[config.mk]
export PLATFORM = sky130hd
export DESIGN_NAME = reference_input_config
export DESIGN_NICKNAME = d
export VERILOG_FILES = /design/src/logic/ref_cfg_pkg.sv /design/src/logic/soak_counter.sv /design/src/logic/reference_input_config.sv
export SDC_FILE = /design/constraint.sdc
export NUM_CORES = 1
export LEC_CHECK = 0
export CAP_MARGIN = 20
export CORE_AREA = 3 3 140 196
export DETAILED_ROUTE_END_ITERATION = 16
export DIE_AREA = 0 0 143 199
export DONT_BUFFER_PORTS = 1
export SLEW_MARGIN = 20
export SYNTH_ARGS = -nofsm -noshare
export SYNTH_HDL_FRONTEND = slang
export SYNTH_SLANG_ARGS = --single-unit
[constraint.sdc]
create_clock -name clk -period 5.6 [get_ports clk]
set_input_delay 1.12 -clock clk [delete_from_list [all_inputs] [get_ports clk]]
set_output_delay 1.12 -clock clk [all_outputs]
set_load 0.02 [all_outputs]
[src/logic/ref_cfg_pkg.sv]
// Shared constants and types for the reference input configuration block
package ref_cfg_pkg;

	// Clock rate and derived time bases
	localparam int unsigned clk_period_ns = 10;
	localparam int unsigned ns_per_ms = 1000000;

	// Drop delay choices, each in its own printed unit
	localparam int unsigned drop_short_ms = 10;
	localparam int unsigned drop_mid_ms = 50;
	localparam real drop_long_s = 2.5;
	localparam int unsigned drop_min_cycles = 1;
	localparam int unsigned drop_short_cycles =
		drop_short_ms * ns_per_ms / clk_period_ns;
	localparam int unsigned drop_mid_cycles =
		drop_mid_ms * ns_per_ms / clk_period_ns;
	localparam int unsigned drop_long_cycles =
		$rtoi(drop_long_s * 1.0e9 / clk_period_ns);

	// Register indices; byte address is four times the index
	localparam logic [5:0] idx_fault_history = 6'h07;
	localparam logic [5:0] idx_live_status = 6'h08;
	localparam logic [5:0] idx_input_setup = 6'h0a;
	localparam logic [5:0] idx_drop_delay = 6'h0b;
	localparam logic [5:0] idx_accept_delay = 6'h0c;
	localparam logic [5:0] idx_freeze = 6'h0d;
	localparam logic [5:0] idx_rate_high = 6'h10;
	localparam logic [5:0] idx_rate_low = 6'h11;

	// Values after reset
	localparam logic [7:0] input_setup_reset = 8'h00;
	localparam logic [7:0] drop_delay_reset = 8'haa;
	localparam logic [7:0] accept_delay_reset = 8'h01;
	localparam logic [7:0] freeze_reset = 8'h00;
	localparam logic [15:0] unit_rate_reset = 16'h61a8;

	// Field positions
	localparam int unsigned halve_bit = 0;
	localparam int unsigned diff_bit = 4;
	localparam int unsigned history_scm_bit = 1;
	localparam int unsigned history_cfm_bit = 2;
	localparam int unsigned history_gst_bit = 3;

	// Freeze register codes
	localparam logic [7:0] freeze_lock_code = 8'h01;
	localparam logic [7:0] freeze_open_code = 8'h00;

	// Guard soak state machine
	typedef enum logic [1:0] {
		guard_qualified,
		guard_dropping,
		guard_disqualified,
		guard_accepting
	} guard_state_type;

endpackage

[src/logic/soak_counter.sv]
// Cycle counter that times one guard soak interval
`timescale 1ns/1ns
module soak_counter #(
	parameter int unsigned width = 32
) (
	input wire logic clk,
	input wire logic rst,
	input wire logic run,
	input wire logic [width-1:0] target,
	output logic expired,
	output logic [width-1:0] elapsed
);

	logic [width-1:0] count;

	// Counts while run is high; dropping run restarts the interval
	always_ff @(posedge clk) begin
		if (rst || !run || expired) begin
			count <= '0;
		end else begin
			count <= count + {{(width-1){1'b0}}, 1'b1};
		end
	end

	// A target of zero would never match, so it behaves as one
	assign expired = run &&
		((count == target - {{(width-1){1'b0}}, 1'b1}) ||
		(target == '0));
	assign elapsed = count;

endmodule

[src/logic/reference_input_config.sv]
// Reference input setup, guard soak timing and status freeze registers
//
// Notes on behaviour
// Halving bit set: reference reaches the phase loop divided by two.
// Halving bit clear: reference reaches the phase loop undivided.
// Software programs frequency settings for half the rate while halving.
// Differential bit set: reference taken across positive and negative pins.
// Differential bit clear: reference taken from positive pin alone.
// Drop field picks minimum, 10 ms, 50 ms or 2.5 s; reset is 50 ms.
// Drop delay starts when coarse frequency or single cycle fault appears.
// Requalify only after accept delay once both fault inputs are clear.
// Accept field is 2, 4, 6 or 8 times the drop delay; reset four.
// Writing 0x01 to freeze register stops hold-until-read status updates.
// Writing 0x00 to freeze register resumes hold-until-read status updates.
// The 16-bit base rate is an unsigned frequency in hertz.
// Software loads only supported base rates; reset selects 25 kHz.
// Multi-byte registers keep the high byte at the lower address.
// Guard failure flag rises whenever the drop soak timer expires.
// A fault during the accept delay abandons requalification.
`timescale 1ns/1ns
module reference_input_config
	import ref_cfg_pkg::*;
#(
	parameter int unsigned drop_min = drop_min_cycles,
	parameter int unsigned drop_short = drop_short_cycles,
	parameter int unsigned drop_mid = drop_mid_cycles,
	parameter int unsigned drop_long = drop_long_cycles
) (
	input wire logic clk,
	input wire logic rst,
	input wire logic [7:0] address,
	input wire logic read,
	input wire logic write,
	input wire logic [31:0] writedata,
	input wire logic [3:0] byteenable,
	output logic [31:0] readdata,
	output logic waitrequest,
	input wire logic ref_p,
	input wire logic ref_n,
	input wire logic cfm_fault,
	input wire logic scm_fault,
	output logic ref_to_pll,
	output logic diff_input_enable,
	output logic status_freeze,
	output logic [15:0] base_rate_value,
	output logic reference_qualified,
	output logic gst_expired
);

	logic ack;
	logic wr_take;
	logic rd_take;
	logic [5:0] idx;
	logic [7:0] input_setup;
	logic [7:0] drop_delay;
	logic [7:0] accept_delay;
	logic [7:0] freeze_value;
	logic [2:0] history;
	logic [2:0] next_history;
	logic [2:0] history_clear;
	logic [7:0] read_byte;
	logic ref_p_meta;
	logic ref_p_sync;
	logic ref_n_meta;
	logic ref_n_sync;
	logic sel_ref;
	logic sel_prev;
	logic sel_rise;
	logic div;
	logic next_div;
	logic halve;
	logic fault_any;
	guard_state_type state;
	logic timer_run;
	logic timer_expired;
	logic [31:0] timer_count;
	logic [31:0] drop_target;
	logic [31:0] accept_target;

	// One wait state: a request is answered on the cycle after it appears
	assign idx = address[7:2];
	assign waitrequest = (read || write) && !ack;
	assign wr_take = write && ack && byteenable[0];
	assign rd_take = read && !ack;

	always_ff @(posedge clk) begin
		if (rst) begin
			ack <= 1'b0;
		end else begin
			ack <= (read || write) && !ack;
		end
	end

	// Writable configuration bytes; lane 0 carries the byte
	always_ff @(posedge clk) begin
		if (rst) begin
			input_setup <= input_setup_reset;
			drop_delay <= drop_delay_reset;
			accept_delay <= accept_delay_reset;
			freeze_value <= freeze_reset;
		end else if (wr_take) begin
			case (idx)
				idx_input_setup: input_setup <= writedata[7:0];
				idx_drop_delay: drop_delay <= writedata[7:0];
				idx_accept_delay: accept_delay <= writedata[7:0];
				idx_freeze: freeze_value <= writedata[7:0];
				default: ;
			endcase
		end
	end

	// Base rate kept as two bytes, high byte at the lower index
	always_ff @(posedge clk) begin
		if (rst) begin
			base_rate_value <= unit_rate_reset;
		end else if (wr_take && idx == idx_rate_high) begin
			base_rate_value[15:8] <= writedata[7:0];
		end else if (wr_take && idx == idx_rate_low) begin
			base_rate_value[7:0] <= writedata[7:0];
		end
	end

	// Freeze follows only the two defined codes; other values leave it
	always_ff @(posedge clk) begin
		if (rst) begin
			status_freeze <= 1'b0;
		end else if (wr_take && idx == idx_freeze) begin
			if (writedata[7:0] == freeze_lock_code) begin
				status_freeze <= 1'b1;
			end else if (writedata[7:0] == freeze_open_code) begin
				status_freeze <= 1'b0;
			end
		end
	end

	// Hold-until-read history: set wins over the write-one clear
	assign history_clear = (wr_take && idx == idx_fault_history) ?
		{writedata[history_gst_bit], writedata[history_cfm_bit],
		writedata[history_scm_bit]} : 3'h0;

	always_comb begin
		next_history = history & ~history_clear;
		if (!status_freeze) begin
			next_history = next_history |
				{gst_expired, cfm_fault, scm_fault};
		end
	end

	always_ff @(posedge clk) begin
		if (rst) begin
			history <= 3'h0;
		end else begin
			history <= next_history;
		end
	end

	// Read mux; unmapped indices read as zero
	always_comb begin
		case (idx)
			idx_fault_history: read_byte = {4'h0, history, 1'b0};
			idx_live_status: read_byte = {6'h00, timer_run,
				reference_qualified};
			idx_input_setup: read_byte = input_setup;
			idx_drop_delay: read_byte = drop_delay;
			idx_accept_delay: read_byte = accept_delay;
			idx_freeze: read_byte = freeze_value;
			idx_rate_high: read_byte = base_rate_value[15:8];
			idx_rate_low: read_byte = base_rate_value[7:0];
			default: read_byte = 8'h00;
		endcase
	end

	// Read data loads in the wait cycle so it stands when waitrequest drops
	always_ff @(posedge clk) begin
		if (rst) begin
			readdata <= 32'h0000_0000;
		end else if (rd_take) begin
			readdata <= {24'h00_0000, read_byte};
		end
	end

	// Pin synchronisers; the first stage feeds only the second
	always_ff @(posedge clk) begin
		if (rst) begin
			ref_p_meta <= 1'b0;
			ref_p_sync <= 1'b0;
			ref_n_meta <= 1'b0;
			ref_n_sync <= 1'b0;
		end else begin
			ref_p_meta <= ref_p;
			ref_p_sync <= ref_p_meta;
			ref_n_meta <= ref_n;
			ref_n_sync <= ref_n_meta;
		end
	end

	// Receiver select; sampling limits usable rate to under clk/2
	assign diff_input_enable = input_setup[diff_bit];
	assign halve = input_setup[halve_bit];

	always_ff @(posedge clk) begin
		if (rst) begin
			sel_ref <= 1'b0;
			sel_prev <= 1'b0;
		end else begin
			if (diff_input_enable) begin
				sel_ref <= ref_p_sync && !ref_n_sync;
			end else begin
				sel_ref <= ref_p_sync;
			end
			sel_prev <= sel_ref;
		end
	end

	// Divide by two toggles on each rising edge of the selected input
	assign sel_rise = sel_ref && !sel_prev;
	assign next_div = div ^ sel_rise;

	always_ff @(posedge clk) begin
		if (rst || !halve) begin
			div <= 1'b0;
		end else begin
			div <= next_div;
		end
	end

	always_ff @(posedge clk) begin
		if (rst) begin
			ref_to_pll <= 1'b0;
		end else if (halve) begin
			ref_to_pll <= next_div;
		end else begin
			ref_to_pll <= sel_ref;
		end
	end

	// Drop delay selection and accept multiple of it
	always_comb begin
		case (drop_delay[1:0])
			2'b00: drop_target = 32'(drop_min);
			2'b01: drop_target = 32'(drop_short);
			2'b10: drop_target = 32'(drop_mid);
			default: drop_target = 32'(drop_long);
		endcase
	end

	// Product kept in 32 bits; eight times 2.5 s still fits
	always_comb begin
		case (accept_delay[1:0])
			2'b00: accept_target = {drop_target[30:0], 1'b0};
			2'b01: accept_target = {drop_target[29:0], 2'b00};
			2'b10: accept_target = {drop_target[29:0], 2'b00} +
				{drop_target[30:0], 1'b0};
			default: accept_target = {drop_target[28:0], 3'b000};
		endcase
	end

	// Soak timer runs only while a delay is being timed
	assign fault_any = cfm_fault || scm_fault;
	assign timer_run = (state == guard_dropping) ||
		(state == guard_accepting);

	soak_counter #(
		.width(32)
	) soak (
		.clk(clk),
		.rst(rst),
		.run(timer_run),
		.target(state == guard_accepting ? accept_target : drop_target),
		.expired(timer_expired),
		.elapsed(timer_count)
	);

	// Guard soak state machine; a fault that clears early cancels the drop
	always_ff @(posedge clk) begin
		if (rst) begin
			state <= guard_qualified;
		end else begin
			case (state)
				guard_qualified: begin
					if (fault_any) begin
						state <= guard_dropping;
					end
				end
				guard_dropping: begin
					if (timer_expired) begin
						state <= guard_disqualified;
					end else if (!fault_any) begin
						state <= guard_qualified;
					end
				end
				guard_disqualified: begin
					if (!fault_any) begin
						state <= guard_accepting;
					end
				end
				guard_accepting: begin
					if (fault_any) begin
						state <= guard_disqualified;
					end else if (timer_expired) begin
						state <= guard_qualified;
					end
				end
				default: state <= guard_qualified;
			endcase
		end
	end

	// Registered status outputs
	always_ff @(posedge clk) begin
		if (rst) begin
			gst_expired <= 1'b0;
			reference_qualified <= 1'b1;
		end else begin
			gst_expired <= (state == guard_dropping) &&
				timer_expired;
			reference_qualified <= (state == guard_qualified) ||
				(state == guard_dropping && !timer_expired) ||
				(state == guard_accepting && !fault_any &&
				timer_expired);
		end
	end
endmodule

==> impl_metrics.toml <==
[global_route]
grt_first_pass_wirelength_um = 26940
antenna_found_initial = 0
grt_max_degree = 73
grt_pass1_vias = 5005
track_usage_pct = 11.72
grt-ovfl-total = 0

[critical_path]
crit_required_ns = 5.85
worst-r2r-cell-count = 12
cp-start-kind = "register"
critPathArrivalTime_ns = 5.13
worstSetupEndpointType = "register"
worstSetupPathType = "register to register"
path_max_fanout = 13

[sta]
max_freq_mhz = 205.1
fin_crit_sh_pct = 87.07
finalHoldViolCount = 0
skew_ns = 0.01225
rsz0062_at_grt = "no"
fin_tns_setup_ns = 0
fin_ws_ns = 0.7239
finalCriticalPeriod_ns = 4.876
setup_viol = 0
tightest_slew_ns = 0.9870
slew_viol_final = 0
max-slew-margin-rel_pct = 33.28

[clocking]
clock_sinks = 105
numCtsBuffers = 9
clk_root_buffer_cell = "clkbuf_16"
h-tree-depth = 3
post_cts_buffers = 0
cts_tree = "done"
postCtsResizedCells = 0
cts-hold-fix-buffers = 0
path_clk_slew_ns = 0.09
clk_latency_ns = 0.36
clk_path_buf_depth = 2

[floorplan]
chipHeight_um = 199
coreArea_um2 = 26010
die_w_um = 143
core.rowCount = 70
initial_core_util_pct = 24.58
io_pins = 106
dieArea_um2 = 28460

[run_status]
status = "finished clean"

[synth]
synth_cells = 774
ys_ff_latch = 105
synth_cell_type_count = 67
syn_area_per_cell_um2 = 8.261
synth_edf_count = 0
yosysSeqAreaShare_pct = 32.88
netlist_area_um2 = 6394
yosysWarnings = 0
synth-async-reset-ratio_pct = 0
synthFlopType = "dfxtp_1"

[detailed_routing]
vias = 5367
drt-initial-drc-count = 229
routedWlPerCell_um = 15.95
drcViolationCount = 0
antenna_left = 0
totalWireLength_um = 16970
drtPass1Iterations = 6
vias_per_cell = 5.044

[power]
p_leak_uw = 0.002331
power_uw = 1476
p_per_area_nw_per_um2 = 215.4
peakVddDrop_uv = 133.5

[finish]
n_antenna_cell = 0
syn_to_final_growth_pct = 7.202
seq_area_um2 = 2102
finalNetCount = 797
multi_input_area_um2 = 3891
num-fill-cells = 2790
drive_gt1_share_pct = 6.351

[placed_design]
place_ws_ns = 0.8072
gp_congestion = 0.8561
place_hpwl_um = 12400
io_buffers = 0

[run]
cap_violations = 0

[min_path]
min_path_type = "register to register"
hold_depth = 1
[state kept, by name (all words and copies together), names as in the netlist, 2 cells and up]
name	count
state	2
freeze_value	8
drop_delay	8
accept_delay	8
readdata	8
soak.elapsed	32
input_setup	8
base_rate_value	16
history	3
[kinds of logic (layout without fill, tap and decap cells)]
kind of cell             Yosys count  in the layout  share of synthesized area, %
other                              1             24                       0.05865
AO/OA/AOI/OAI                    149            149                         17.05
XOR/XNOR                          59             59                         8.082
AND/OR/NAND/NOR                  300            300                         24.19
adder cells (fa/ha/maj)           10             10                         1.957
buffers and inverters             99             42                         7.652
multiplexers                      51             51                         8.141
flip-flops                       105            105                         32.88
[per-layer routing]
metal,track usage (%),wire length [um]
met1,13.00,6581
met2,21.72,9103
met3,2.453,854
met4,4.333,427
met5,0,0
[worst max-delay path, stage by stage, from the launching register on]
cell and delay [ns]:
dfxtp_1 0.45, inv_1 0.14, ha_1 0.50, inv_1 0.34, o21ai_2 0.18, o31ai_4 0.42, o2111ai_2 0.28, or4_1 0.57
a2111oi_0 0.62, or4b_4 0.55, o21bai_4 0.24, a21oi_1 0.12, a311o_1 0.34
[cells in the mapped netlist, drive strengths merged, types with 3 or more instances]
cell type  count  area, um^2
nand2         49       183.9
a211o         15       131.4
nand2b        11       68.82
inv           15       56.30
mux2i         43       430.4
clkbuf        37       138.9
a211oi         8       65.06
and3b          3       26.28
nor2b         24       150.1
a21o           9       67.56
a221oi         3       26.28
and2          10       62.56
nand4          5       31.28
buf           47       294.0
nor2          66       247.7
a22oi          7       52.55
dfxtp        105        2102
a21boi         3       22.52
or2            3       18.77
o31ai          3       36.28
nand3         38       190.2
a21oi         37       185.2
mux2           8       90.09
nand3b         6       45.04
xnor2         28       245.2
a31oi          3       18.77
nor3b          5       37.54
nor4           5       31.28
a311oi         9       78.83
nor3          44       220.2
a222oi         5       50.05
and3          17       106.4
xor2          31       271.5
nand4b         5       43.79
o21ai         21       108.9
o2111ai        3       38.79
o22ai          3       18.77
ha            10       125.1
[final cells by class]
cell class,instances,share of cell area (%)
Multi-Input combinational cell,593,56.77
Sequential cell,105,30.67
Tap cell,324,5.915
Clock buffer,9,3.286
Clock inverter,7,1.333
Timing Repair Buffer,11,1.205
Inverter,15,0.8215
[power breakdown]
group / switching (uW) / total (uW) / leakage (uW) / internal [uW]
Clock: 332 / 656 / 0.000152 / 324
Sequential: 13.8 / 769 / 0.000850 / 755
Combinational: 36.5 / 51.8 / 0.00133 / 15.3
Total: 383 / 1480 / 0.00233 / 1090
[cells in the final DEF (no fill, tap or decap), drive strengths merged, types with 18 or more instances in the layout]
cell type	n
inv	18
a21oi	37
mux2i	43
o21ai	21
conb	24
nor3	44
xor2	31
nand2	49
dfxtp	105
nor2	66
nand3	38
nor2b	24
xnor2	28
[metrics by stage]
stage | hold slack [ns] | instance area, um^2 | util, % | instances
3_5_place_dp | 0.3967 | 6535 | 25.12 | 1048
2_1_floorplan | 0.3910 | 6480 | - | 797
3_3_place_gp | 0.3989 | 6535 | 25.12 | 1048
5_1_grt | 0.4276 | 6854 | 26.35 | 1064
4_1_cts | 0.4101 | 6852 | 26.34 | 1064
6_report | 0.4076 | 6854 | 26.35 | 1064
[worst paths after layout]
path	startpoint	to	slack [ns]
max	drop_delay[0]	reference_qualified	0.72
min	ref_n_sync	sel_ref	0.41
max reg2reg	drop_delay[0]	reference_qualified	0.72
min reg2reg	ref_n_sync	sel_ref	0.41
Power figures use the tool's default switching activity.
